$ cat config.mk
export PLATFORM = sky130hd
export DESIGN_NAME = fpe_ctrl
export DESIGN_NICKNAME = d
export VERILOG_FILES = /design/src/hw/fpe_pkg.sv /design/src/hw/fpe_key_unit.sv /design/src/hw/fpe_op_timer.sv /design/src/hw/fpe_ctrl.sv
export SDC_FILE = /design/constraint.sdc
export NUM_CORES = 1
export LEC_CHECK = 0
export BUFFER_PORTS_ARGS = -buffer_cell sky130_fd_sc_hd__buf_4
export CAP_MARGIN = 0
export CORE_MARGIN = 1
export CORE_UTILIZATION = 54
export DETAILED_ROUTE_END_ITERATION = 12
export GPL_ROUTABILITY_DRIVEN = 0
export PLACE_DENSITY = 0.85
export SKIP_LAST_GASP = 1
export SLEW_MARGIN = 15
export SYNTH_ARGS = -nofsm -noshare
export SYNTH_HDL_FRONTEND = slang
export SYNTH_SLANG_ARGS = --single-unit
$ cat constraint.sdc
create_clock -name pclk -period 3.5 [get_ports pclk]
set_input_delay 0.35 -clock pclk [delete_from_list [all_inputs] [get_ports pclk]]
set_output_delay 0.35 -clock pclk [all_outputs]
set_load 0.005 [all_outputs]
$ cat src/hw/fpe_pkg.sv
// flash program/erase sequencer: shared constants, types and timings
// assumes a single 200 MHz clock and a 32-bit apb register bus
package fpe_pkg;

    // ----------------------------------------------------------------
    // clock and timing
    // ----------------------------------------------------------------
    localparam int unsigned CLK_PERIOD_NS = 5;
    localparam int unsigned NS_PER_US     = 1000;
    localparam int unsigned T_WORD_US     = 40;     // word program time
    localparam int unsigned T_ROW_US      = 2000;   // row program time
    localparam int unsigned T_PAGE_US     = 20000;  // block erase time
    localparam int unsigned T_BULK_US     = 40000;  // bulk erase time
    localparam int unsigned WORD_CYC = T_WORD_US * NS_PER_US / CLK_PERIOD_NS;
    localparam int unsigned ROW_CYC  = T_ROW_US * NS_PER_US / CLK_PERIOD_NS;
    localparam int unsigned PAGE_CYC = T_PAGE_US * NS_PER_US / CLK_PERIOD_NS;
    localparam int unsigned BULK_CYC = T_BULK_US * NS_PER_US / CLK_PERIOD_NS;
    localparam int unsigned TIMER_W  = 24;
    localparam logic [TIMER_W-1:0] NONE_CYC = 24'h000001;

    // ----------------------------------------------------------------
    // register map and fields
    // ----------------------------------------------------------------
    localparam int unsigned   APB_AW     = 12;
    localparam logic [11:0]   CTRL_OFS   = 12'h000;
    localparam logic [11:0]   KEY_OFS    = 12'h004;
    localparam logic [15:0]   CTRL_RESET = 16'h0000;
    localparam int unsigned   START_BIT  = 15;
    localparam int unsigned   ENABLE_BIT = 14;
    localparam int unsigned   ERROR_BIT  = 13;
    localparam int unsigned   CLASS_BIT  = 6;
    localparam int unsigned   OP_LSB     = 0;
    localparam int unsigned   OP_W       = 4;
    localparam int unsigned   LANE_LO    = 0;
    localparam int unsigned   LANE_HI    = 1;
    localparam int unsigned   KEY_W      = 8;
    localparam logic [7:0]    KEY_FIRST  = 8'h55;
    localparam logic [7:0]    KEY_SECOND = 8'hAA;
    localparam logic [3:0]    OP_BULK    = 4'hF;
    localparam logic [3:0]    OP_WORD    = 4'h3;
    localparam logic [3:0]    OP_PAGE    = 4'h2;
    localparam logic [3:0]    OP_ROW     = 4'h1;

    // ----------------------------------------------------------------
    // flash geometry
    // ----------------------------------------------------------------
    localparam int unsigned ADDR_W          = 24;
    localparam int unsigned ROW_ADDR_BITS   = 7;   // 64 instructions
    localparam int unsigned BLOCK_ADDR_BITS = 10;  // 512 instructions

    typedef enum logic [2:0] {
        FPE_NONE,
        FPE_WORD,
        FPE_ROW,
        FPE_PAGE,
        FPE_BULK
    } fpe_op_t;

    // command bundle towards the flash array
    typedef struct packed {
        logic              busy;
        logic              commit;
        logic              erase;
        logic              protect_set;
        fpe_op_t           op;
        logic [ADDR_W-1:0] addr;
    } fpe_cmd_t;

endpackage

$ cat src/hw/fpe_key_unit.sv
// fpe_key_unit: tracks the two-write unlock key sequence
// assumes write pulses from the apb slave on the same clock
module fpe_key_unit
    import fpe_pkg::*;
(
    input  wire logic             pclk,
    input  wire logic             presetn,
    input  wire logic             warm_rst,
    input  wire logic             key_wr,
    input  wire logic [KEY_W-1:0] key_data,
    input  wire logic             other_wr,
    input  wire logic             start_try,
    output logic                  armed,
    output logic                  broken
);

    typedef enum logic [1:0] { KEY_IDLE, KEY_HALF, KEY_ARMED } fpe_key_t;

    fpe_key_t state;
    fpe_key_t next_state;
    logic     next_broken;

    // ----------------------------------------------------------------
    // sequence decode
    // ----------------------------------------------------------------
    always_comb
    begin
        next_state  = state;
        next_broken = 1'b0;
        case (state)
            KEY_IDLE:
            begin
                if (key_wr && key_data == KEY_FIRST)
                    next_state = KEY_HALF;
            end
            KEY_HALF:
            begin
                if (key_wr && key_data == KEY_SECOND)
                    next_state = KEY_ARMED;
                else if (key_wr || other_wr || start_try)
                begin
                    next_state  = KEY_IDLE;
                    next_broken = 1'b1;
                end
            end
            KEY_ARMED:
            begin
                if (start_try)
                    next_state = KEY_IDLE;        // arming is used up
                else if (key_wr || other_wr)
                begin
                    next_state  = KEY_IDLE;
                    next_broken = 1'b1;
                end
            end
            default:
                next_state = KEY_IDLE;
        endcase
        if (warm_rst)
            next_state = KEY_IDLE;
    end

    // state and error pulse registers
    always_ff @(posedge pclk or negedge presetn)
    begin
        if (!presetn)
        begin
            state  <= KEY_IDLE;
            broken <= 1'b0;
        end
        else
        begin
            state  <= next_state;
            broken <= next_broken;
        end
    end

    assign armed = (state == KEY_ARMED);

endmodule

$ cat src/hw/fpe_op_timer.sv
// fpe_op_timer: self-timed countdown for one flash operation
// assumes load is a single-cycle pulse while idle
module fpe_op_timer
    import fpe_pkg::*;
(
    input  wire logic               pclk,
    input  wire logic               presetn,
    input  wire logic               load,
    input  wire logic [TIMER_W-1:0] load_count,
    output logic                    busy,
    output logic                    done
);

    logic [TIMER_W-1:0] count;

    // ----------------------------------------------------------------
    // countdown
    // ----------------------------------------------------------------
    always_ff @(posedge pclk or negedge presetn)
    begin
        if (!presetn)
        begin
            count <= '0;
            busy  <= 1'b0;
            done  <= 1'b0;
        end
        else
        begin
            done <= 1'b0;
            if (load)
            begin
                count <= load_count;
                busy  <= 1'b1;
            end
            else if (busy)
            begin
                if (count <= TIMER_W'(1))
                begin
                    busy <= 1'b0;
                    done <= 1'b1;
                end
                count <= count - TIMER_W'(1);
            end
        end
    end

endmodule

$ cat src/hw/fpe_ctrl.sv
// fpe_ctrl: flash program/erase control with apb register access
// assumes presetn is the power-on reset; warm_rst is a synchronous reset
// from other reset sources; target_addr and serial_mode are on pclk
//
// Contract
// - the key register is write-only and always reads as zero
// - processor stall is held for the whole program or erase operation
// - bit 15 launches the chosen operation and clears itself when done
// - software can set bit 15 but never clear it
// - each operation is timed inside the block
// - bit 14 allows program and erase; zero inhibits them
// - bit 13 flags an improper sequence; reads zero after normal end
// - bit 6 picks erase when one, program when zero
// - op codes: F bulk (serial mode only), 3 word, 2 page erase, 1 row; mismatch does nothing
// - any other op code performs no flash operation
// - control bits reset only on power-on reset
// - bits 12..7 and 5..4 read as zero
// - erasing the last page clears configuration and sets protection
// - erase covers an aligned block of 512 instructions
// - table writes only fill latches; array changes at program start
//
// The APB interface to the registers and the placing of the registers were chosen for this implementation.
module fpe_ctrl
    import fpe_pkg::*;
#(
    parameter int unsigned          WORD_CYCLES    = WORD_CYC,
    parameter int unsigned          ROW_CYCLES     = ROW_CYC,
    parameter int unsigned          PAGE_CYCLES    = PAGE_CYC,
    parameter int unsigned          BULK_CYCLES    = BULK_CYC,
    parameter logic [ADDR_W-1:0]    LAST_PAGE_BASE = 24'h015400
)
(
    input  wire logic              pclk,
    input  wire logic              presetn,
    input  wire logic              warm_rst,
    input  wire logic              psel,
    input  wire logic              penable,
    input  wire logic              pwrite,
    input  wire logic [APB_AW-1:0] paddr,
    input  wire logic [31:0]       pwdata,
    input  wire logic [3:0]        pstrb,
    output logic                   pready,
    output logic [31:0]            prdata,
    output logic                   pslverr,
    input  wire logic              serial_mode,
    input  wire logic [ADDR_W-1:0] target_addr,
    output logic                   cpu_stall,
    output fpe_cmd_t               flash_cmd
);

    // ----------------------------------------------------------------
    // declarations
    // ----------------------------------------------------------------
    logic               start_bit;
    logic               enable_bit;
    logic               err_bit;
    logic               class_bit;
    logic [OP_W-1:0]    op_sel;
    logic               ctrl_hit;
    logic               key_hit;
    logic               wr_acc;
    logic               ctrl_wr;
    logic               key_wr;
    logic               start_try;
    logic               other_wr;
    logic               armed;
    logic               broken;
    logic               launch;
    logic               fail;
    logic               new_enable;
    logic               new_class;
    logic [OP_W-1:0]    new_op;
    fpe_op_t            new_kind;
    fpe_op_t            run_kind;
    logic [TIMER_W-1:0] run_count;
    logic               tmr_busy;
    logic               tmr_done;
    logic [15:0]        ctrl_view;
    logic [ADDR_W-1:0]  block_base;

    // ----------------------------------------------------------------
    // operation decode
    // ----------------------------------------------------------------
    function automatic fpe_op_t decode_op(
        input logic            cls,
        input logic [OP_W-1:0] op,
        input logic            serial
    );
        fpe_op_t r;
        r = FPE_NONE;
        case (op)
            OP_BULK: if (cls && serial) r = FPE_BULK;
            OP_WORD: if (!cls) r = FPE_WORD;
            OP_PAGE: if (cls) r = FPE_PAGE;
            OP_ROW:  if (!cls) r = FPE_ROW;
            default: r = FPE_NONE;
        endcase
        return r;
    endfunction

    // ----------------------------------------------------------------
    // apb decode
    // ----------------------------------------------------------------
    assign ctrl_hit = (paddr == CTRL_OFS);
    assign key_hit  = (paddr == KEY_OFS);
    assign pready   = 1'b1;
    assign pslverr  = psel && penable && !(ctrl_hit || key_hit);
    assign wr_acc   = psel && penable && pwrite;
    assign ctrl_wr  = wr_acc && ctrl_hit && !start_bit;
    assign key_wr   = wr_acc && key_hit && pstrb[LANE_LO];

    // values that a control write would leave behind
    assign new_enable = (ctrl_wr && pstrb[LANE_HI]) ? pwdata[ENABLE_BIT]
                                                     : enable_bit;
    assign new_class  = (ctrl_wr && pstrb[LANE_LO]) ? pwdata[CLASS_BIT]
                                                     : class_bit;
    assign new_op     = (ctrl_wr && pstrb[LANE_LO])
                        ? pwdata[OP_LSB +: OP_W] : op_sel;
    assign new_kind   = decode_op(new_class, new_op, serial_mode);

    // start attempt, launch and failure
    assign start_try = ctrl_wr && pstrb[LANE_HI] && pwdata[START_BIT];
    assign other_wr  = wr_acc && !key_wr && !start_try;
    assign launch    = start_try && armed && new_enable;
    assign fail      = (start_try && !(armed && new_enable))
                       || broken;

    // ----------------------------------------------------------------
    // unlock key sequence
    // ----------------------------------------------------------------
    fpe_key_unit u_key
    (
        .pclk      (pclk),
        .presetn   (presetn),
        .warm_rst  (warm_rst),
        .key_wr    (key_wr),
        .key_data  (pwdata[KEY_W-1:0]),
        .other_wr  (other_wr),
        .start_try (start_try),
        .armed     (armed),
        .broken    (broken)
    );

    // ----------------------------------------------------------------
    // operation timing
    // ----------------------------------------------------------------
    always_comb
    begin
        case (new_kind)
            FPE_WORD: run_count = TIMER_W'(WORD_CYCLES);
            FPE_ROW:  run_count = TIMER_W'(ROW_CYCLES);
            FPE_PAGE: run_count = TIMER_W'(PAGE_CYCLES);
            FPE_BULK: run_count = TIMER_W'(BULK_CYCLES);
            default:  run_count = NONE_CYC;
        endcase
    end

    fpe_op_timer u_timer
    (
        .pclk       (pclk),
        .presetn    (presetn),
        .load       (launch),
        .load_count (run_count),
        .busy       (tmr_busy),
        .done       (tmr_done)
    );

    // ----------------------------------------------------------------
    // control register, power-on reset only
    // ----------------------------------------------------------------
    // start bit: set by launch, cleared only by completion
    always_ff @(posedge pclk or negedge presetn)
    begin
        if (!presetn)
            start_bit <= CTRL_RESET[START_BIT];
        else if (launch)
            start_bit <= 1'b1;
        else if (tmr_done)
            start_bit <= 1'b0;
    end

    // modify enable
    always_ff @(posedge pclk or negedge presetn)
    begin
        if (!presetn)
            enable_bit <= CTRL_RESET[ENABLE_BIT];
        else
            enable_bit <= new_enable;
    end

    // error flag: a new error wins over any clear
    always_ff @(posedge pclk or negedge presetn)
    begin
        if (!presetn)
            err_bit <= CTRL_RESET[ERROR_BIT];
        else if (fail)
            err_bit <= 1'b1;
        else if (tmr_done && run_kind != FPE_NONE)
            err_bit <= 1'b0;
        else if (ctrl_wr && pstrb[LANE_HI])
            err_bit <= pwdata[ERROR_BIT];
    end

    // class bit and operation field
    always_ff @(posedge pclk or negedge presetn)
    begin
        if (!presetn)
        begin
            class_bit <= CTRL_RESET[CLASS_BIT];
            op_sel    <= CTRL_RESET[OP_LSB +: OP_W];
        end
        else
        begin
            class_bit <= new_class;
            op_sel    <= new_op;
        end
    end

    // ----------------------------------------------------------------
    // read path, captured in the setup phase
    // ----------------------------------------------------------------
    always_comb
    begin
        ctrl_view                    = '0;
        ctrl_view[START_BIT]         = start_bit;
        ctrl_view[ENABLE_BIT]        = enable_bit;
        ctrl_view[ERROR_BIT]         = err_bit;
        ctrl_view[CLASS_BIT]         = class_bit;
        ctrl_view[OP_LSB +: OP_W]    = op_sel;
    end

    always_ff @(posedge pclk or negedge presetn)
    begin
        if (!presetn)
            prdata <= '0;
        else if (psel && !penable)
        begin
            if (ctrl_hit && !pwrite)
                prdata <= {16'h0000, ctrl_view};
            else
                prdata <= '0;
        end
    end

    // ----------------------------------------------------------------
    // stall and flash command
    // ----------------------------------------------------------------
    assign block_base = {target_addr[ADDR_W-1:BLOCK_ADDR_BITS],
                         {BLOCK_ADDR_BITS{1'b0}}};

    // processor stall follows the running operation
    always_ff @(posedge pclk or negedge presetn)
    begin
        if (!presetn)
            cpu_stall <= 1'b0;
        else if (launch)
            cpu_stall <= 1'b1;
        else if (tmr_done)
            cpu_stall <= 1'b0;
    end

    // kind of the running operation
    always_ff @(posedge pclk or negedge presetn)
    begin
        if (!presetn)
            run_kind <= FPE_NONE;
        else if (launch)
            run_kind <= new_kind;
    end

    // command pulses and target address
    always_ff @(posedge pclk or negedge presetn)
    begin
        if (!presetn)
            flash_cmd <= '0;
        else
        begin
            flash_cmd.busy        <= tmr_busy || launch;
            flash_cmd.commit      <= launch && (new_kind == FPE_WORD
                                     || new_kind == FPE_ROW);
            flash_cmd.erase       <= launch && (new_kind == FPE_PAGE
                                     || new_kind == FPE_BULK);
            flash_cmd.protect_set <= launch && (new_kind == FPE_BULK
                                     || (new_kind == FPE_PAGE
                                     && block_base == LAST_PAGE_BASE));
            if (launch)
            begin
                flash_cmd.op <= new_kind;
                case (new_kind)
                    FPE_ROW:  flash_cmd.addr <= {target_addr[ADDR_W-1:
                              ROW_ADDR_BITS], {ROW_ADDR_BITS{1'b0}}};
                    FPE_PAGE: flash_cmd.addr <= block_base;
                    default:  flash_cmd.addr <= target_addr;
                endcase
            end
        end
    end
endmodule

# Yosys cells after proc, flatten, opt, wreduce, memory -nomap -nowiden
# Cells that the tools add are included.
# word_totals
word_cells	120
inputBits	79
out_inout_bits	66
reg_bits	100
# classes
muxes	36
order_cmp	1
n_addsub	1
eq_ne	17
reduce_logical	48
# ops
operator	count
$pmux W23 S4	1
$mux W24	2
$logic_and A1 B1 Y1	26
$le A24 B1 Y1 const B	1
$sub A24 B1 Y24 const B	1
$pmux W10 S2	1
$mux W1	18
$mux W16	1
$mux W2	8
$eq A14 B7 Y1 const B	1
$eq A12 B3 Y1 const B	1
$logic_not A12 Y1	1
$pmux W3 S4	1
$eq A4 B2 Y1 const B	2
$eq A8 B7 Y1 const B	1
$eq A8 B8 Y1 const B	1
$logic_or A1 B1 Y1	8
$logic_not A1 Y1	7
$eq A3 B2 Y1 const B	2
$pmux W2 S3	1
$reduce_bool A3 Y1	2
$eq A4 B1 Y1 const B	1
$eq A4 B4 Y1 const B	1
$mux W4	1
other kinds (12)	13

# Depth between registers and ports, before layout
# Gate-level depths: netlist (run 1).
# logic_depth
ltp_word	14
mapped_depth	9
mapped_depth_nobuf	7

# Modules after synthesis
# From an unflattened synthesis (run 1), not the netlist that was laid out.
# hier_totals
cells_unflattened	430
hier_area_um2	4129.0
# by_module_without_submodules
module	cells_each	area_per_inst_um2	n_inst
fpe_ctrl	238	2372.3	1
fpe_op_timer	165	1478.9	1
fpe_key_unit	27	277.8	1

# Worst setup path before layout (run 1)
# OpenSTA, ideal clock, no wires.
# synth_path
path_type	reg2reg
from	reg u_timer.count[14]
to	reg u_timer.count[21]
stages_incl_launch_ff	7
period_less_slack_ns	1.947
t_arrival_ns	1.811
slack_ns	1.553
path_buffers	1
setup_ns	0.136
cell_sequence	dfrtp_1 -> or4_1 -> buf_2 -> or4_4 -> nor2_2 -> xnor2_1 -> a22oi_2
# synth_between
elab_chain_cells	3
# synth_lines
element	line	source
start: declaration	fpe_op_timer.sv:14	logic [TIMER_W-1:0] count;
start signal: assignment	fpe_op_timer.sv:32	count <= load_count;
start signal: assignment	fpe_op_timer.sv:42	count <= count - TIMER_W'(1);
$sub A24 B1 Y24	fpe_op_timer.sv:42	
$mux W24	fpe_op_timer.sv:35	else if (busy)
$mux W24	fpe_op_timer.sv:30	if (load)
# Every way passes these cells. The select of a mux whose other input is x is not followed.
# A chain may end at the register's enable or synchronous reset.

# Worst setup path in the final report (run 1)
# layout_path
from	reg u_key.state[0]
to	reg u_timer.count[7]
# layout_between
elab_chain_cells	4
# layout_lines
element	line	source
start: declaration	fpe_key_unit.sv:19	fpe_key_t state;
start signal: assignment	fpe_key_unit.sv:73	state <= next_state;
$eq A2 B2 Y1 *	fpe_key_unit.sv:78	assign armed = (state == KEY_ARMED);
$logic_and A1 B1 Y1 * (2 in a row)	fpe_ctrl.sv:124	assign launch = start_try && armed && new_enable;
$mux W24 or $reduce_bool A2 Y1 (tied branches)	-	
# Mark *: on every way between the ends. The rest lies on a longest branch, timed or not.

==> results of run 1 <==
## flip-flops by register name (all words and copies together) (netlist names)
| name | flops |
|---|---|
| u_timer.count | 24 |
| u_timer.done | 1 |
| flash_cmd | 31 |
| enable_bit | 1 |
| err_bit | 1 |
| u_timer.busy | 1 |
| class_bit | 1 |
| u_key.state | 2 |
| u_key.broken | 1 |
| cpu_stall | 1 |
| op_sel | 4 |
| prdata | 8 |
## cells in the mapped netlist, types with 3 or more instances
cell type | n | area [µm²]
sky130_fd_sc_hd__clkbuf_1 | 7 | 26.3
sky130_fd_sc_hd__and4_1 | 3 | 26.3
sky130_fd_sc_hd__nor4bb_1 | 3 | 30.0
sky130_fd_sc_hd__and3_1 | 7 | 43.8
sky130_fd_sc_hd__dfrtp_1 | 76 | 1900
sky130_fd_sc_hd__o21ai_0 | 12 | 60.1
sky130_fd_sc_hd__or3_1 | 4 | 25.0
sky130_fd_sc_hd__nand3_1 | 11 | 55.1
sky130_fd_sc_hd__nand4_1 | 10 | 62.6
sky130_fd_sc_hd__xnor2_1 | 17 | 149
sky130_fd_sc_hd__ha_1 | 6 | 75.1
sky130_fd_sc_hd__a21oi_1 | 23 | 115
sky130_fd_sc_hd__and3b_1 | 3 | 26.3
sky130_fd_sc_hd__buf_4 | 28 | 210
sky130_fd_sc_hd__nor3_1 | 12 | 60.1
sky130_fd_sc_hd__a211oi_2 | 3 | 37.5
sky130_fd_sc_hd__nand2_1 | 82 | 308
sky130_fd_sc_hd__o31ai_1 | 4 | 30.0
sky130_fd_sc_hd__a22oi_1 | 4 | 30.0
sky130_fd_sc_hd__or2_2 | 3 | 18.8
sky130_fd_sc_hd__nor4_1 | 12 | 75.1
sky130_fd_sc_hd__or4_1 | 3 | 22.5
sky130_fd_sc_hd__nor2_1 | 32 | 120
sky130_fd_sc_hd__o22ai_1 | 3 | 18.8
sky130_fd_sc_hd__buf_2 | 7 | 35.0
sky130_fd_sc_hd__a22o_1 | 9 | 78.8
sky130_fd_sc_hd__nand2b_1 | 6 | 37.5
sky130_fd_sc_hd__mux2_2 | 4 | 45.0
sky130_fd_sc_hd__inv_1 | 5 | 18.8
sky130_fd_sc_hd__mux2i_1 | 5 | 50.1
## through the flow
stage | instance area [µm²] | hold WS [ps] | total power [mW] | cells
after floorplan | 4260 | 54.4 | 0.939 | 470
after global placement | 4850 | 431 | 0.995 | 625
after detailed placement | 4850 | 453 | 0.997 | 625
after CTS | 5030 | 169 | 1.61 | 641
after global routing | 5030 | 177 | 1.67 | 641
final | 5030 | 118 | 1.61 | 641
## routing by layer
layer  share of wire  routed length [µm]  up-vias  global-route usage
met4           0.022                 224        0              0.0833
met5               0                   0        -                   0
met3           0.071                 713       27              0.0626
met2            0.49                4880      150               0.428
li1                -                   -     1724                   -
met1            0.42                4210     1783               0.334
## area by class of cell
| class | count | area [µm²] | area share |
|---|---|---|---|
| inverters | 5 | 18.8 | 0.00373 |
| clock buffers | 9 | 124 | 0.0246 |
| clock inverters | 7 | 58.8 | 0.0117 |
| multi-input cells | 347 | 2070 | 0.411 |
| flip-flops and latches | 76 | 1900 | 0.378 |
| repair buffers | 98 | 736 | 0.146 |
| well taps | 99 | 124 | 0.0246 |
## power groups by stage
stage / sequential (mW) / combinational, mW / clock (mW)
6_report: 0.877 / 0.102 / 0.630
5_1_grt: 0.877 / 0.113 / 0.682
4_1_cts: 0.877 / 0.102 / 0.634
3_5_place_dp: 0.895 / 0.102 / 0
3_3_place_gp: 0.895 / 0.0999 / 0
2_1_floorplan: 0.895 / 0.0442 / 0
## critical path, cell delays in order (launching register included)
cell and delay (ps):
sky130_fd_sc_hd__dfrtp_1 390, sky130_fd_sc_hd__inv_1 90, sky130_fd_sc_hd__ha_1 250, sky130_fd_sc_hd__and3_1 230
sky130_fd_sc_hd__nand4_1 140, sky130_fd_sc_hd__nor2_2 40, sky130_fd_sc_hd__buf_4 280, sky130_fd_sc_hd__or4b_2 680
sky130_fd_sc_hd__nand3_1 100
## worst max-delay path by stage
stage                            from           endpoint  slack [ps]  cells after the start
floorplan           u_timer.count[14]  u_timer.count[21]        1550                      6
detailed placement           paddr[5]      flash_cmd[25]         870                      6
CTS                    u_key.state[0]   u_timer.count[7]        1220                      8
global placement             paddr[5]      flash_cmd[25]         980                      6
finish                 u_key.state[0]   u_timer.count[7]        1200                      8
global route                 paddr[5]  u_timer.count[18]         990                      6
## cell usage in the layout, fill, tap and decap left out, types with 3 or more instances in the layout
master / synthesis / final
sky130_fd_sc_hd__buf_4: 28 / 98
sky130_fd_sc_hd__nand2_1: 82 / 82
sky130_fd_sc_hd__dfrtp_1: 76 / 76
sky130_fd_sc_hd__nor2_1: 32 / 31
sky130_fd_sc_hd__conb_1: 2 / 25
sky130_fd_sc_hd__a21oi_1: 23 / 23
sky130_fd_sc_hd__xnor2_1: 17 / 17
sky130_fd_sc_hd__nor4_1: 12 / 12
sky130_fd_sc_hd__nor3_1: 12 / 12
sky130_fd_sc_hd__o21ai_0: 12 / 12
sky130_fd_sc_hd__nand3_1: 11 / 11
sky130_fd_sc_hd__nand4_1: 10 / 10
sky130_fd_sc_hd__a22o_1: 9 / 9
sky130_fd_sc_hd__clkbuf_8: 0 / 9
sky130_fd_sc_hd__and3_1: 7 / 7
sky130_fd_sc_hd__nand2b_1: 6 / 6
sky130_fd_sc_hd__ha_1: 6 / 6
sky130_fd_sc_hd__inv_1: 5 / 5
sky130_fd_sc_hd__mux2i_1: 5 / 5
sky130_fd_sc_hd__mux2_2: 4 / 4
sky130_fd_sc_hd__a22oi_1: 4 / 4
sky130_fd_sc_hd__or3_1: 4 / 4
sky130_fd_sc_hd__o31ai_1: 4 / 4
sky130_fd_sc_hd__and4_1: 3 / 3
sky130_fd_sc_hd__or2_2: 3 / 3
sky130_fd_sc_hd__nor2_2: 2 / 3
sky130_fd_sc_hd__nor4bb_1: 3 / 3
sky130_fd_sc_hd__a211oi_2: 3 / 3
sky130_fd_sc_hd__and3b_1: 3 / 3
sky130_fd_sc_hd__or4_1: 3 / 3
sky130_fd_sc_hd__o22ai_1: 3 / 3
## kinds of logic (layout without fill, tap and decap cells)
| logic type | count (synthesis) | after routing | share of synthesized area |
|---|---|---|---|
| muxes | 9 | 9 | 0.0228 |
| other | 2 | 25 | 0.00180 |
| DFF | 76 | 76 | 0.456 |
| and+or+nand+nor | 212 | 212 | 0.267 |
| xor gates and xnor gates | 19 | 19 | 0.0399 |
| adders and majority gates | 6 | 6 | 0.0180 |
| AOI/OAI and AO/OA | 76 | 76 | 0.125 |
| buffers and inverters | 47 | 119 | 0.0695 |
==> flow_summary.html, run 1 <==
<table>
<tr><th>Metric</th><th>Value</th></tr>
<tr><th colspan="2">Power and ir drop</th></tr>
<tr><td>Internal power contribution</td><td>between 1 and 1.5 mW</td></tr>
<tr><td>Reported leakage power</td><td>2.30 nW</td></tr>
<tr><td>Power Dens Cells</td><td>about 320 nW/µm²</td></tr>
<tr><td>Sw Ratio</td><td>0.258</td></tr>
<tr><td>Worst voltage drop across the vdd grid</td><td>0.000361 V</td></tr>
<tr><td>Part of the power in registers</td><td>0.545</td></tr>
<tr><td>Switch Pwr</td><td>0.416 mW</td></tr>
<tr><td>Portion of total power attributed to the clock network</td><td>0.392</td></tr>
<tr><td>Combinational share of power</td><td>0.063</td></tr>
<tr><th colspan="2">STA</th></tr>
<tr><td>Fin worst setup slack</td><td>1200 ps</td></tr>
<tr><td>Maximum frequency from static timing analysis</td><td>0.435 GHz</td></tr>
<tr><td>Final number of hold-violating endpoints</td><td>0</td></tr>
<tr><td>Slew Limit Fails</td><td>0</td></tr>
<tr><td>Accumulated negative setup slack</td><td>0 ps</td></tr>
<tr><td>Max-Slew Margin vs Limit</td><td>0.379</td></tr>
<tr><td>Share of the cycle needed by the critical path after routing</td><td>0.657</td></tr>
<tr><td>Time the final worst path needs with I/O delays and setup</td><td>around 2300 ps</td></tr>
<tr><td>Setup repair after global routing missed its margin</td><td>no</td></tr>
<tr><td>Actual transition at the worst max-transition pin</td><td>931 ps</td></tr>
<tr><td>Worst-case clock skew</td><td>12.0 ps</td></tr>
<tr><td>Number of failing setup endpoints in the final timing report</td><td>0</td></tr>
<tr><th colspan="2">Global routing</th></tr>
<tr><td>Total gr overflow</td><td>0</td></tr>
<tr><td>Antenna violations before repair</td><td>0</td></tr>
<tr><td>GRT Resource Usage Total</td><td>0.258</td></tr>
<tr><td>Via count of the first global-routing pass</td><td>about 3600</td></tr>
<tr><td>Maximum number of pins on one net before global-route repair</td><td>77</td></tr>
<tr><td>First-pass GRT wire length</td><td>around 17000 µm</td></tr>
<tr><th colspan="2">Setup path</th></tr>
<tr><td>Element type at the critical path start</td><td>flip-flop</td></tr>
<tr><td>Reg2Reg Depth</td><td>8</td></tr>
<tr><td>Startpoint of the worst register-to-register path</td><td>u_key.state[0]</td></tr>
<tr><td>Worst endpoint data arrival time</td><td>2590 ps</td></tr>
<tr><td>Crit Reg-Reg Endpoint</td><td>u_timer.count[7]</td></tr>
<tr><td>Setup CP Type</td><td>flip-flop to flip-flop</td></tr>
<tr><td>Critical Path RT</td><td>approximately 3800 ps</td></tr>
<tr><td>Category of the worst setup path capture point</td><td>flip-flop</td></tr>
<tr><td>Largest fanout on the critical path</td><td>47</td></tr>
<tr><td>FF-to-FF setup slack</td><td>1200 ps</td></tr>
<tr><th colspan="2">Clock tree</th></tr>
<tr><td>Largest buffer count on any clock path</td><td>2</td></tr>
<tr><td>Count of hold-fix buffers inserted at cts</td><td>0</td></tr>
<tr><td>H-tree depth</td><td>3</td></tr>
<tr><td>Clock transition at path regs</td><td>90 ps</td></tr>
<tr><td>Library cell used as clock root buffer</td><td>sky130_fd_sc_hd__clkbuf_8</td></tr>
<tr><td>Number of sinks handled by clock tree synthesis</td><td>76</td></tr>
<tr><td>Number of setup buffers added after CTS</td><td>0</td></tr>
<tr><td>Clock latency at the later pin of the worst-skew pair</td><td>360 ps</td></tr>
<tr><td>Number of CTS-inserted buffers</td><td>9</td></tr>
<tr><td>Post-CTS resize count</td><td>0</td></tr>
<tr><td>Clock tree from TritonCTS</td><td>done</td></tr>
<tr><th colspan="2">Logic synthesis</th></tr>
<tr><td>Sequential cell area fraction in the yosys report</td><td>0.456</td></tr>
<tr><td>Post-synth EDFFs</td><td>0</td></tr>
<tr><td>Instance count of the mapped netlist</td><td>447</td></tr>
<tr><td>Synth Flop Type</td><td>sky130_fd_sc_hd__dfrtp_1</td></tr>
<tr><td>Warnings, synthesis</td><td>0</td></tr>
<tr><td>Cell Area, Synth</td><td>4170 µm²</td></tr>
<tr><td>Library cells used by synthesis</td><td>60</td></tr>
<tr><td>Number of register bits inferred by synthesis</td><td>76</td></tr>
<tr><td>Post-synthesis async set-or-reset flop share</td><td>1.00</td></tr>
<tr><td>Mapped Avg Cell Area</td><td>9.34 µm²</td></tr>
<tr><th colspan="2">Floorplanning</th></tr>
<tr><td>Die span in x</td><td>89.9 µm</td></tr>
<tr><td>Area of the die</td><td>between 8000 and 9000 µm²</td></tr>
<tr><td>Die Height</td><td>89.9 µm</td></tr>
<tr><td>Placeable core region</td><td>7370 µm²</td></tr>
<tr><td>Number of cell rows</td><td>31</td></tr>
<tr><td>Initial Util</td><td>0.566</td></tr>
<tr><td>Number of top-level pins</td><td>145</td></tr>
<tr><th colspan="2">Route</th></tr>
<tr><td>Overall via count from detail_route</td><td>3684</td></tr>
<tr><td>Routed via count divided by cell count</td><td>5.75</td></tr>
<tr><td>Number of iterations in the first detailed-routing pass</td><td>6</td></tr>
<tr><td>Final routed wire length divided by cell count</td><td>15.6 µm</td></tr>
<tr><td>DRC Markers</td><td>0</td></tr>
<tr><td>Remaining antenna violation count</td><td>0</td></tr>
<tr><td>DRC marker count from the first detailed-route iteration</td><td>281</td></tr>
<tr><td>DRT Wirelength</td><td>10000 µm</td></tr>
<tr><th colspan="2">Cells and area</th></tr>
<tr><td>Layout filler cell count</td><td>between 500 and 600</td></tr>
<tr><td>Fraction of layout cells with a size suffix above 1</td><td>0.256</td></tr>
<tr><td># nets final</td><td>between 600 and 700</td></tr>
<tr><td>Share of the core filled with cells in the final layout</td><td>0.683</td></tr>
<tr><td>Area grow syn2layout</td><td>20.6%</td></tr>
<tr><td>Antenna diode count</td><td>0</td></tr>
<tr><th colspan="2">Run status</th></tr>
<tr><td>Status</td><td>complete, no violations</td></tr>
<tr><th colspan="2">Placement</th></tr>
<tr><td>Dpl ws</td><td>around 870 ps</td></tr>
<tr><td>Quantity of I/O buffers inserted on ports</td><td>96</td></tr>
<tr><td>Final HPWL DP</td><td>roughly 7300 µm</td></tr>
<tr><th colspan="2">Worst hold path</th></tr>
<tr><td>Hold/Removal Path Class</td><td>input port to asynchronous set/reset pin</td></tr>
<tr><th colspan="2">Job</th></tr>
<tr><td>Number of maximum-capacitance constraint violations</td><td>0</td></tr>
</table>
(Power assumes the default switching activity.)
==> run 2, diff against run 1 <==
--- a/config.mk
+++ b/config.mk
@@ -5,13 +5,14 @@
 export SDC_FILE = /design/constraint.sdc
 export NUM_CORES = 1
 export LEC_CHECK = 0
+export ABC_AREA = 1
 export BUFFER_PORTS_ARGS = -buffer_cell sky130_fd_sc_hd__buf_4
 export CAP_MARGIN = 0
 export CORE_MARGIN = 1
-export CORE_UTILIZATION = 54
+export CORE_UTILIZATION = 51
 export DETAILED_ROUTE_END_ITERATION = 12
 export GPL_ROUTABILITY_DRIVEN = 0
-export PLACE_DENSITY = 0.85
+export PLACE_DENSITY = 0.81
 export SKIP_LAST_GASP = 1
 export SLEW_MARGIN = 15
 export SYNTH_ARGS = -nofsm -noshare
==> constraint.sdc (replaced) <==
create_clock -name pclk -period 2.2 [get_ports pclk]
set_input_delay 0.22 -clock pclk [delete_from_list [all_inputs] [get_ports pclk]]
set_output_delay 0.22 -clock pclk [all_outputs]
set_load 0.005 [all_outputs]
==> run 2 against run 1 <==
  * Global-route usage decreased by 1.1 points
  * Sequential cell count unchanged
  * Utilization shrank 0.87 points
  * Wire length fell by 0.11%
  * Register-to-register slack got worse by 1100 ps
  * Sequential power is 62% higher
  * Via count rose by 4.7%
  * Largest cell class unchanged
  * Largest power group unchanged
==> flow_summary.html, run 2 <==
<table>
<tr><th>Metric</th><th>Value</th></tr>
<tr><th colspan="2">Run status</th></tr>
<tr><td>Status</td><td>complete, no violations (unchanged)</td></tr>
<tr><th colspan="2">STA</th></tr>
<tr><td>Slew Limit Fails</td><td>0 (unchanged)</td></tr>
<tr><td>Time the final worst path needs with I/O delays and setup</td><td>2120 ps (was 2300 ps)</td></tr>
<tr><td>Final number of hold-violating endpoints</td><td>0 (unchanged)</td></tr>
<tr><td>Worst-case clock skew</td><td>10.5 ps (was 12.0 ps)</td></tr>
<tr><td>Fin worst setup slack</td><td>83.8 ps (was 1200 ps)</td></tr>
<tr><td>Maximum frequency from static timing analysis</td><td>0.473 GHz (was 0.435 GHz)</td></tr>
<tr><td>Share of the cycle needed by the critical path after routing</td><td>0.962 (was 0.657)</td></tr>
<tr><td>Number of failing setup endpoints in the final timing report</td><td>0 (unchanged)</td></tr>
<tr><td>Setup repair after global routing missed its margin</td><td>yes (was no)</td></tr>
<tr><th colspan="2">Setup path</th></tr>
<tr><td>Number of stages on the worst setup path</td><td>13 (was 8)</td></tr>
<tr><td>Dominant cell type by count on the critical path</td><td>sky130_fd_sc_hd__inv_1</td></tr>
<tr><td>Worst path slowest cell</td><td>sky130_fd_sc_hd__dfrtp_1 (was sky130_fd_sc_hd__or4b_2)</td></tr>
<tr><td>Count of buffering cells on the critical path with inverters included</td><td>4 (was 2)</td></tr>
<tr><td>Element type at the critical path start</td><td>flip-flop (unchanged)</td></tr>
<tr><td>Category of the worst setup path capture point</td><td>flip-flop (unchanged)</td></tr>
<tr><td>Longest individual stage delay on the worst path</td><td>430 ps (was 680 ps)</td></tr>
<tr><td>Critical Path RT</td><td>2490 ps (was 3790 ps)</td></tr>
<tr><td>Crit path cell chain</td><td>inv_1 &gt; ha_1 &gt; inv_1 &gt; nor2_1 &gt; inv_1 &gt; nor2_1 &gt; nand2_1 &gt; nor2_2 &gt; nand2_1 &gt; a21oi_1 &gt; and2_1 &gt; inv_1 &gt; nor2_1 (was inv_1 &gt; ha_1 &gt; and3_1 &gt; nand4_1 &gt; nor2_2 &gt; buf_4 &gt; or4b_2 &gt; nand3_1)</td></tr>
<tr><td>Worst endpoint data arrival time</td><td>2400 ps (was 2590 ps)</td></tr>
<tr><td>Reg2Reg Depth</td><td>13 (was 8)</td></tr>
<tr><td>Setup CP Type</td><td>flip-flop to flip-flop (unchanged)</td></tr>
<tr><td>Largest fanout on the critical path</td><td>4 (was 47)</td></tr>
<tr><td>Crit path max-delay family</td><td>simple AND/OR/NAND/NOR gates (unchanged)</td></tr>
<tr><th colspan="2">Route</th></tr>
<tr><td>DRC marker count from the first detailed-route iteration</td><td>257 (was 281)</td></tr>
<tr><td>Number of iterations in the first detailed-routing pass</td><td>4 (was 6)</td></tr>
<tr><td>DRT Wirelength</td><td>10000 µm (about the same)</td></tr>
<tr><td>Overall via count from detail_route</td><td>3858 (was 3684)</td></tr>
<tr><td>Routed via count divided by cell count</td><td>5.08 (was 5.75)</td></tr>
<tr><td>DRC Markers</td><td>0 (unchanged)</td></tr>
<tr><td>Final routed wire length divided by cell count</td><td>13.2 µm (was 15.6 µm)</td></tr>
<tr><td>Remaining antenna violation count</td><td>0 (unchanged)</td></tr>
<tr><th colspan="2">Cells and area</th></tr>
<tr><td># nets final</td><td>738 (was 622)</td></tr>
<tr><td>Fraction of layout cells with a size suffix above 1</td><td>0.257 (was 0.256)</td></tr>
<tr><td>Regs by FF count</td><td>flash_cmd x31, u_timer.count x24, prdata x8 (unchanged)</td></tr>
<tr><td>Commonest cells after routing, fill and taps aside</td><td>sky130_fd_sc_hd__nand2_1 (136), sky130_fd_sc_hd__buf_4 (113), sky130_fd_sc_hd__dfrtp_1 (76) (was sky130_fd_sc_hd__buf_4 (98), sky130_fd_sc_hd__nand2_1 (82), sky130_fd_sc_hd__dfrtp_1 (76))</td></tr>
<tr><td>Total area of multi-input combinational cells</td><td>1950 µm² (was 2070 µm²)</td></tr>
<tr><td>Largest register by flop count</td><td>flash_cmd (unchanged)</td></tr>
<tr><td>Final instance area</td><td>5320 µm² (was 5030 µm²)</td></tr>
<tr><td>Area grow syn2layout</td><td>24.7% (was 20.6%)</td></tr>
<tr><td>Antenna diode count</td><td>0 (unchanged)</td></tr>
<tr><td>Share of the core filled with cells in the final layout</td><td>0.674 (was 0.683)</td></tr>
<tr><td>Most common cell after layout, fill and taps aside</td><td>sky130_fd_sc_hd__nand2_1 (was sky130_fd_sc_hd__buf_4)</td></tr>
<tr><td>Flip-flop count of the largest register after layout</td><td>31 (unchanged)</td></tr>
<tr><td>Area of all sequential standard cells</td><td>1900 µm² (unchanged)</td></tr>
<tr><td>Layout filler cell count</td><td>637 (was 583)</td></tr>
<tr><th colspan="2">Placement</th></tr>
<tr><td>Final HPWL DP</td><td>7480 µm (was 7300 µm)</td></tr>
<tr><td>Quantity of I/O buffers inserted on ports</td><td>96 (unchanged)</td></tr>
<tr><td>Cell area after placement</td><td>5030 µm² (was 4850 µm²)</td></tr>
<tr><td>Dpl ws</td><td>64.7 ps (was 872 ps)</td></tr>
<tr><th colspan="2">Logic synthesis</th></tr>
<tr><td>Post-synth top area share</td><td>0.446 (was 0.456)</td></tr>
<tr><td>Sequential cell area fraction in the yosys report</td><td>0.446 (was 0.456)</td></tr>
<tr><td>Synth Flop Type</td><td>sky130_fd_sc_hd__dfrtp_1 (unchanged)</td></tr>
<tr><td>Biggest area contributors in the synthesized netlist</td><td>sky130_fd_sc_hd__dfrtp_1 (45%), sky130_fd_sc_hd__nand2_1 (12%), sky130_fd_sc_hd__nor2_1 (5.8%), sky130_fd_sc_hd__buf_4 (5.1%), sky130_fd_sc_hd__inv_1 (4.6%) (was sky130_fd_sc_hd__dfrtp_1 (46%), sky130_fd_sc_hd__nand2_1 (7.4%), sky130_fd_sc_hd__buf_4 (5.0%), sky130_fd_sc_hd__xnor2_1 (3.6%), sky130_fd_sc_hd__nor2_1 (2.9%))</td></tr>
<tr><td>Area leader, netlist</td><td>sky130_fd_sc_hd__dfrtp_1 (unchanged)</td></tr>
<tr><td>Instance count of the mapped netlist</td><td>543 (was 447)</td></tr>
<tr><td>Post-synthesis async set-or-reset flop share</td><td>1.00 (unchanged)</td></tr>
<tr><td>Cell Area, Synth</td><td>4260 µm² (was 4170 µm²)</td></tr>
<tr><td>Post-synth EDFFs</td><td>0 (unchanged)</td></tr>
<tr><td>Most numerous cell in the Yosys netlist</td><td>sky130_fd_sc_hd__nand2_1 (unchanged)</td></tr>
<tr><td>Warnings, synthesis</td><td>0 (unchanged)</td></tr>
<tr><td>Library cells used by synthesis</td><td>37 (was 60)</td></tr>
<tr><td>Top post-synthesis cells by count</td><td>sky130_fd_sc_hd__nand2_1 (136), sky130_fd_sc_hd__dfrtp_1 (76), sky130_fd_sc_hd__nor2_1 (66) (was sky130_fd_sc_hd__nand2_1 (82), sky130_fd_sc_hd__dfrtp_1 (76), sky130_fd_sc_hd__nor2_1 (32))</td></tr>
<tr><td>Mapped Avg Cell Area</td><td>7.85 µm² (was 9.34 µm²)</td></tr>
<tr><td>Number of register bits inferred by synthesis</td><td>76 (unchanged)</td></tr>
<tr><th colspan="2">Global routing</th></tr>
<tr><td>Total gr overflow</td><td>0 (unchanged)</td></tr>
<tr><td>First-pass GRT wire length</td><td>16700 µm (was 16800 µm)</td></tr>
<tr><td>Maximum number of pins on one net before global-route repair</td><td>48 (was 77)</td></tr>
<tr><td>Via count of the first global-routing pass</td><td>3804 (was 3553)</td></tr>
<tr><td>GRT Resource Usage Total</td><td>0.247 (was 0.258)</td></tr>
<tr><td>Antenna violations before repair</td><td>0 (unchanged)</td></tr>
<tr><th colspan="2">Clock tree</th></tr>
<tr><td>H-tree depth</td><td>3 (unchanged)</td></tr>
<tr><td>Largest buffer count on any clock path</td><td>2 (unchanged)</td></tr>
<tr><td>Clock tree from TritonCTS</td><td>done (unchanged)</td></tr>
<tr><td>Library cell used as clock root buffer</td><td>sky130_fd_sc_hd__clkbuf_8 (unchanged)</td></tr>
<tr><td>Clock transition at path regs</td><td>90 ps (about the same)</td></tr>
<tr><td>Number of sinks handled by clock tree synthesis</td><td>76 (unchanged)</td></tr>
<tr><td>Number of CTS-inserted buffers</td><td>9 (unchanged)</td></tr>
<tr><td>Clock latency at the later pin of the worst-skew pair</td><td>360 ps (about the same)</td></tr>
<tr><th colspan="2">Power and ir drop</th></tr>
<tr><td>Power Dens Cells</td><td>538 nW/µm² (was 320 nW/µm²)</td></tr>
<tr><td>Worst voltage drop across the vdd grid</td><td>0.000414 V (was 0.000361 V)</td></tr>
<tr><td>Reported leakage power</td><td>2.81 nW (was 2.30 nW)</td></tr>
<tr><th colspan="2">Floorplanning</th></tr>
<tr><td>Number of cell rows</td><td>32 (was 31)</td></tr>
<tr><td>Die Height</td><td>93.4 µm (was 89.9 µm)</td></tr>
<tr><td>Initial Util</td><td>0.541 (was 0.566)</td></tr>
<tr><td>Placeable core region</td><td>7890 µm² (was 7370 µm²)</td></tr>
<tr><td>Number of top-level pins</td><td>145 (unchanged)</td></tr>
<tr><td>Die span in x</td><td>93.4 µm (was 89.9 µm)</td></tr>
<tr><td>Area of the die</td><td>8730 µm² (was 8090 µm²)</td></tr>
<tr><th colspan="2">Worst hold path</th></tr>
<tr><td>Hold/Removal Path Class</td><td>input port to flip-flop (was input port to asynchronous set/reset pin)</td></tr>
<tr><td>Worst Hold Path Cells</td><td>3</td></tr>
<tr><th colspan="2">Job</th></tr>
<tr><td>Number of maximum-capacitance constraint violations</td><td>0 (unchanged)</td></tr>
</table>
## run 2: cell types whose count changed after synthesis, moves of 14 or more
| cell | delta |
|---|---|
| sky130_fd_sc_hd__nor2_1 | +34 |
| sky130_fd_sc_hd__inv_1 | +47 |
| sky130_fd_sc_hd__nand2_1 | +54 |
| sky130_fd_sc_hd__o21ai_1 | +16 |
| sky130_fd_sc_hd__nand3_1 | +15 |
| sky130_fd_sc_hd__a21oi_1 | -14 |
## run 2: repair_timing
| item | in CTS | in global routing |
|---|---|---|
| setup endpoints to repair | 0 | 10 |
| resized for setup | 0 | 3 |
| hold buffers | 1 | 0 |
| buffers inserted | 0 | 4 |
| endpoints found under the hold margin | 29 | 0 |
## run 2: worst paths after layout
path,from,endpoint,slack (ps)
max reg2reg,u_timer.count[0],u_timer.done,80
min reg2reg,u_key.broken,err_bit,470
max in group asynchronous,presetn,u_timer.count[21],1260
min,target_addr[14],flash_cmd[14],60
min in group asynchronous,presetn,prdata[13],350
max,u_timer.count[0],u_timer.done,80
## run 2: tightest hold or removal path, stage by stage
cell                      delay, ps
sky130_fd_sc_hd__buf_4           80
sky130_fd_sc_hd__nand2_1         40
sky130_fd_sc_hd__nand2_1         50
## run 2: layer usage
layer  vias up  routed length, µm  track usage  part of all wire
li1       1893                  -            -                 -
met4         0                174       0.0897             0.017
met5         -                  0            0                 0
met2       145               5060        0.442              0.51
met3        19                675       0.0496             0.067
met1      1801               4100        0.292              0.41
## run 2: layout make-up
type                    instances  share of cell area
multi-input cells             391               0.367
flip-flops and latches         76               0.358
repair buffers                115               0.165
inverters                      60              0.0423
clock buffers                  10              0.0259
well taps                     102              0.0240
clock inverters                 6              0.0176
## run 2: kinds of logic (layout without fill, tap and decap cells)
| family | Yosys count | count (layout) | share of synthesized area |
|---|---|---|---|
| flops | 76 | 76 | 0.446 |
| compound gates | 66 | 66 | 0.0921 |
| xor+xnor | 16 | 16 | 0.0329 |
| buf+inv | 99 | 191 | 0.119 |
| simple gates | 278 | 278 | 0.290 |
| fa+ha+maj | 6 | 6 | 0.0176 |
| other cells | 2 | 25 | 0.00176 |
## run 2: per-stage QoR
step	std cells	total power, mW	TNS, ps	hold WS (ps)
3_5_place_dp	739	1.65	0	191
6_report	760	2.86	0	63.2
5_1_grt	760	2.97	-81.7	62.3
2_1_floorplan	566	1.55	0	-75.6
3_3_place_gp	739	1.65	0	184
4_1_cts	756	2.88	0	53.5
## run 2: power breakdown
part	internal, mW	total [mW]	switching, mW
clock network	0.679	1.23	0.554
logic	0.0997	0.213	0.113
registers	1.41	1.42	0.00544
total	2.19	2.86	0.672
==> run 3, diff against run 2 <==
--- a/config.mk
+++ b/config.mk
@@ -9,7 +9,7 @@
 export BUFFER_PORTS_ARGS = -buffer_cell sky130_fd_sc_hd__buf_4
 export CAP_MARGIN = 0
 export CORE_MARGIN = 1
-export CORE_UTILIZATION = 51
+export CORE_UTILIZATION = 52
 export DETAILED_ROUTE_END_ITERATION = 12
 export GPL_ROUTABILITY_DRIVEN = 0
 export PLACE_DENSITY = 0.81
@@ -17,4 +17,6 @@
 export SLEW_MARGIN = 15
 export SYNTH_ARGS = -nofsm -noshare
 export SYNTH_HDL_FRONTEND = slang
+export SYNTH_HIERARCHICAL = 1
 export SYNTH_SLANG_ARGS = --single-unit
+export TNS_END_PERCENT = 5
==> run 3 against run 2 <==
  * Clock power down 11%
  * Power shrank 3.3%
  * Setup slack improved by 53 ps
  * Sequential power is essentially flat
  * Fmax grew 2.6%
  * Non-clock buffer count fell by 8
  * Critical path type unchanged
  * Highest routed layer unchanged
==> flow_summary.html, run 3 <==
<table>
<tr><th>Metric</th><th>Value</th></tr>
<tr><th colspan="2">STA</th></tr>
<tr><td>Maximum frequency from static timing analysis</td><td>0.485 GHz (was 0.473 GHz)</td></tr>
<tr><td>Worst-case clock skew</td><td>9.12 ps (was 10.5 ps)</td></tr>
<tr><td>Setup repair after global routing missed its margin</td><td>yes (unchanged)</td></tr>
<tr><td>Final number of hold-violating endpoints</td><td>0 (unchanged)</td></tr>
<tr><td>Share of the cycle needed by the critical path after routing</td><td>0.938 (was 0.962)</td></tr>
<tr><td>Post-Route Hold Slack</td><td>72.7 ps (was 63.2 ps)</td></tr>
<tr><td>Slew Limit Fails</td><td>0 (unchanged)</td></tr>
<tr><td>Number of failing setup endpoints in the final timing report</td><td>0 (unchanged)</td></tr>
<tr><td>Time the final worst path needs with I/O delays and setup</td><td>2060 ps (was 2120 ps)</td></tr>
<tr><th colspan="2">Route</th></tr>
<tr><td>DRC Markers</td><td>0 (unchanged)</td></tr>
<tr><td>Final routed wire length divided by cell count</td><td>12.8 µm (was 13.2 µm)</td></tr>
<tr><td>DRT Wirelength</td><td>10600 µm (was 10000 µm)</td></tr>
<tr><td>Overall via count from detail_route</td><td>4246 (was 3858)</td></tr>
<tr><td>DRC marker count from the first detailed-route iteration</td><td>275 (was 257)</td></tr>
<tr><td>Remaining antenna violation count</td><td>0 (unchanged)</td></tr>
<tr><td>Routed via count divided by cell count</td><td>5.12 (was 5.08)</td></tr>
<tr><td>Number of iterations in the first detailed-routing pass</td><td>5 (was 4)</td></tr>
<tr><th colspan="2">Logic synthesis</th></tr>
<tr><td>Mapped Avg Cell Area</td><td>7.55 µm² (was 7.85 µm²)</td></tr>
<tr><td>Top post-synthesis cells by count</td><td>sky130_fd_sc_hd__nand2_1 (183), sky130_fd_sc_hd__dfrtp_1 (76), sky130_fd_sc_hd__inv_1 (76) (was sky130_fd_sc_hd__nand2_1 (136), sky130_fd_sc_hd__dfrtp_1 (76), sky130_fd_sc_hd__nor2_1 (66))</td></tr>
<tr><td>Post-synth EDFFs</td><td>0 (unchanged)</td></tr>
<tr><td>Biggest area contributors in the synthesized netlist</td><td>sky130_fd_sc_hd__dfrtp_1 (41%), sky130_fd_sc_hd__nand2_1 (15%), sky130_fd_sc_hd__inv_1 (6.2%), sky130_fd_sc_hd__nor2_1 (4.8%), sky130_fd_sc_hd__buf_4 (4.3%) (was sky130_fd_sc_hd__dfrtp_1 (45%), sky130_fd_sc_hd__nand2_1 (12%), sky130_fd_sc_hd__nor2_1 (5.8%), sky130_fd_sc_hd__buf_4 (5.1%), sky130_fd_sc_hd__inv_1 (4.6%))</td></tr>
<tr><td>Sequential cell area fraction in the yosys report</td><td>0.415 (was 0.446)</td></tr>
<tr><td>Instance count of the mapped netlist</td><td>608 (was 543)</td></tr>
<tr><td>Post-synth top area share</td><td>0.415 (was 0.446)</td></tr>
<tr><td>Post-synthesis async set-or-reset flop share</td><td>1.00 (unchanged)</td></tr>
<tr><td>Synth Flop Type</td><td>sky130_fd_sc_hd__dfrtp_1 (unchanged)</td></tr>
<tr><td>Area leader, netlist</td><td>sky130_fd_sc_hd__dfrtp_1 (unchanged)</td></tr>
<tr><td>Warnings, synthesis</td><td>6 (was 0)</td></tr>
<tr><td>Most numerous cell in the Yosys netlist</td><td>sky130_fd_sc_hd__nand2_1 (unchanged)</td></tr>
<tr><td>Library cells used by synthesis</td><td>44 (was 37)</td></tr>
<tr><td>Number of register bits inferred by synthesis</td><td>76 (unchanged)</td></tr>
<tr><td>Cell Area, Synth</td><td>4590 µm² (was 4260 µm²)</td></tr>
<tr><th colspan="2">Cells and area</th></tr>
<tr><td># nets final</td><td>804 (was 738)</td></tr>
<tr><td>Fraction of layout cells with a size suffix above 1</td><td>0.229 (was 0.257)</td></tr>
<tr><td>Antenna diode count</td><td>0 (unchanged)</td></tr>
<tr><td>Flip-flop count of the largest register after layout</td><td>28 (was 31)</td></tr>
<tr><td>Area of all sequential standard cells</td><td>1900 µm² (unchanged)</td></tr>
<tr><td>Commonest cells after routing, fill and taps aside</td><td>sky130_fd_sc_hd__nand2_1 (183), sky130_fd_sc_hd__buf_4 (105), sky130_fd_sc_hd__inv_1 (76), sky130_fd_sc_hd__dfrtp_1 (76), sky130_fd_sc_hd__nor2_1 (59) (was sky130_fd_sc_hd__nand2_1 (136), sky130_fd_sc_hd__buf_4 (113), sky130_fd_sc_hd__dfrtp_1 (76))</td></tr>
<tr><td>Share of the core filled with cells in the final layout</td><td>0.668 (was 0.674)</td></tr>
<tr><td>Largest register by flop count</td><td>flash_cmd (unchanged)</td></tr>
<tr><td>Most common cell after layout, fill and taps aside</td><td>sky130_fd_sc_hd__nand2_1 (unchanged)</td></tr>
<tr><td>Layout filler cell count</td><td>695 (was 637)</td></tr>
<tr><td>Total area of multi-input combinational cells</td><td>2230 µm² (was 1950 µm²)</td></tr>
<tr><td>Regs by FF count</td><td>flash_cmd x28, u_timer/count x24, prdata x8 (was flash_cmd x31, u_timer.count x24, prdata x8)</td></tr>
<tr><td>Area grow syn2layout</td><td>22.0% (was 24.7%)</td></tr>
<tr><th colspan="2">Floorplanning</th></tr>
<tr><td>Die Height</td><td>95.9 µm (was 93.4 µm)</td></tr>
<tr><td>Die span in x</td><td>95.9 µm (was 93.4 µm)</td></tr>
<tr><td>Number of cell rows</td><td>33 (was 32)</td></tr>
<tr><td>Initial Util</td><td>0.547 (was 0.541)</td></tr>
<tr><td>Area of the die</td><td>9200 µm² (was 8730 µm²)</td></tr>
<tr><td>Placeable core region</td><td>8380 µm² (was 7890 µm²)</td></tr>
<tr><td>Number of top-level pins</td><td>145 (unchanged)</td></tr>
<tr><th colspan="2">Setup path</th></tr>
<tr><td>Critical Path RT</td><td>2410 ps (was 2490 ps)</td></tr>
<tr><td>Element type at the critical path start</td><td>flip-flop (unchanged)</td></tr>
<tr><td>Largest fanout on the critical path</td><td>8 (was 4)</td></tr>
<tr><td>Worst endpoint data arrival time</td><td>2270 ps (was 2400 ps)</td></tr>
<tr><td>Setup CP Type</td><td>flip-flop to flip-flop (unchanged)</td></tr>
<tr><td>Category of the worst setup path capture point</td><td>flip-flop (unchanged)</td></tr>
<tr><td>Crit path cell chain</td><td>nor2_4 &gt; nand4_1 &gt; clkinv_1 &gt; o21ai_2 &gt; nand3_4 &gt; clkinv_2 &gt; inv_2 &gt; nand2_2 &gt; o311ai_0 (was inv_1 &gt; ha_1 &gt; inv_1 &gt; nor2_1 &gt; inv_1 &gt; nor2_1 &gt; nand2_1 &gt; nor2_2 &gt; nand2_1 &gt; a21oi_1 &gt; and2_1 &gt; inv_1 &gt; nor2_1)</td></tr>
<tr><td>Worst path slowest cell</td><td>sky130_fd_sc_hd__dfrtp_1 (unchanged)</td></tr>
<tr><td>Longest individual stage delay on the worst path</td><td>440 ps (was 430 ps)</td></tr>
<tr><th colspan="2">Placement</th></tr>
<tr><td>Final HPWL DP</td><td>7840 µm (was 7480 µm)</td></tr>
<tr><td>Quantity of I/O buffers inserted on ports</td><td>96 (unchanged)</td></tr>
<tr><th colspan="2">Clock tree</th></tr>
<tr><td>Number of CTS-inserted buffers</td><td>9 (unchanged)</td></tr>
<tr><td>Clock transition at path regs</td><td>90 ps (about the same)</td></tr>
<tr><td>Number of setup buffers added after CTS</td><td>0 (unchanged)</td></tr>
<tr><td>Number of sinks handled by clock tree synthesis</td><td>76 (unchanged)</td></tr>
<tr><td>Library cell used as clock root buffer</td><td>sky130_fd_sc_hd__clkbuf_8 (unchanged)</td></tr>
<tr><td>H-tree depth</td><td>3 (unchanged)</td></tr>
<tr><td>Largest buffer count on any clock path</td><td>2 (unchanged)</td></tr>
<tr><td>Clock tree from TritonCTS</td><td>done (unchanged)</td></tr>
<tr><td>Clock latency at the later pin of the worst-skew pair</td><td>350 ps (was 360 ps)</td></tr>
<tr><th colspan="2">Global routing</th></tr>
<tr><td>Via count of the first global-routing pass</td><td>3820 (was 3804)</td></tr>
<tr><td>First-pass GRT wire length</td><td>17100 µm (was 16700 µm)</td></tr>
<tr><td>Maximum number of pins on one net before global-route repair</td><td>77 (was 48)</td></tr>
<tr><td>Antenna violations before repair</td><td>0 (unchanged)</td></tr>
<tr><td>GRT Resource Usage Total</td><td>0.241 (was 0.247)</td></tr>
<tr><td>Total gr overflow</td><td>0 (unchanged)</td></tr>
<tr><th colspan="2">Power and ir drop</th></tr>
<tr><td>Reported leakage power</td><td>3.11 nW (was 2.81 nW)</td></tr>
<tr><td>Power Dens Cells</td><td>494 nW/µm² (was 538 nW/µm²)</td></tr>
<tr><td>Worst voltage drop across the vdd grid</td><td>0.000356 V (was 0.000414 V)</td></tr>
<tr><th colspan="2">Job</th></tr>
<tr><td>Number of maximum-capacitance constraint violations</td><td>0 (unchanged)</td></tr>
<tr><th colspan="2">Run status</th></tr>
<tr><td>Status</td><td>complete, no violations (unchanged)</td></tr>
<tr><th colspan="2">Worst hold path</th></tr>
<tr><td>Hold/Removal Path Class</td><td>input port to flip-flop (unchanged)</td></tr>
</table>
-- run 3: cell types whose count changed after synthesis, sizes merged, moves of 5 or more --
cell   before  now
inv        60   79
a22oi       1   18
nand3      29   37
xor2       12    7
nand4       6   16
nand2     143  196
nor3       12    1
o21ai      42   22
a21oi      10    5
-- run 3: kinds of logic (layout without fill, tap and decap cells) --
family / count (synthesis) / in the layout / synth area share
compound gates: 62 / 62 / 0.0924
xor+xnor: 9 / 9 / 0.0172
flops: 76 / 76 / 0.415
other cells: 2 / 34 / 0.00164
buf+inv: 120 / 204 / 0.126
simple gates: 333 / 333 / 0.332
fa+ha+maj: 6 / 6 / 0.0164
-- run 3: layout make-up --
| cell class | instances | area share |
|---|---|---|
| clock buffer | 10 | 0.0246 |
| inverter | 81 | 0.0550 |
| clock inverter | 6 | 0.0125 |
| timing repair buffer | 107 | 0.146 |
| sequential | 76 | 0.340 |
| multi-input combinational | 444 | 0.398 |
| tap | 105 | 0.0235 |
-- run 3: metal layers --
metal  wire (µm)  share of wire  vias up  track usage
met4         195          0.018        0       0.0833
met3         652          0.061       17       0.0506
met5           0              0        -            0
met2        5240           0.49      157        0.415
met1        4520           0.43     1983        0.301
li1            -              -     2089            -
-- run 3: stage by stage --
step | setup WS (ps) | std cells | instance area, µm² | total power [mW] | setup TNS [ps]
after floorplan | 217 | 640 | 4710 | 1.58 | 0
after global placement | 119 | 812 | 5380 | 1.68 | 0
after detailed placement | 32.5 | 812 | 5380 | 1.69 | 0
after CTS | 127 | 829 | 5590 | 2.79 | 0
after global routing | -30.5 | 829 | 5600 | 2.90 | -43.8
final | 137 | 829 | 5600 | 2.77 | 0
-- run 3: timing repair --
item / CTS / global route
endpoints found under the setup margin: 0 / 3
hold buffers: 1 / 0
endpoints found under the hold margin: 76 / 0
gates resized for setup: 0 / 2
-- run 3: worst paths after layout --
kind	from	end	slack (ps)	depth (start not counted)
min in group asynchronous	presetn	prdata[3]	420	3
worst min-delay path	target_addr[10]	flash_cmd[10]	70	3
worst max register to register	cpu_stall	u_timer/count[3]	140	9
worst max-delay path	cpu_stall	u_timer/count[3]	140	9
worst min register to register	u_key/broken	err_bit	440	1
max in group asynchronous	presetn	u_timer/done	1430	3
-- run 3: power by group --
part           switching (mW)  total (mW)  internal [mW]
Clock                   0.539        1.10          0.563
Sequential            0.00875        1.42           1.41
Combinational           0.135       0.247          0.112
-- run 3: worst max-delay path, delay by kind of cell, from the launching register on --
family | cells | cell delay, ps
compound gates | 2 | 530
buf+inv | 3 | 380
simple gates | 4 | 590
flops | 1 | 440
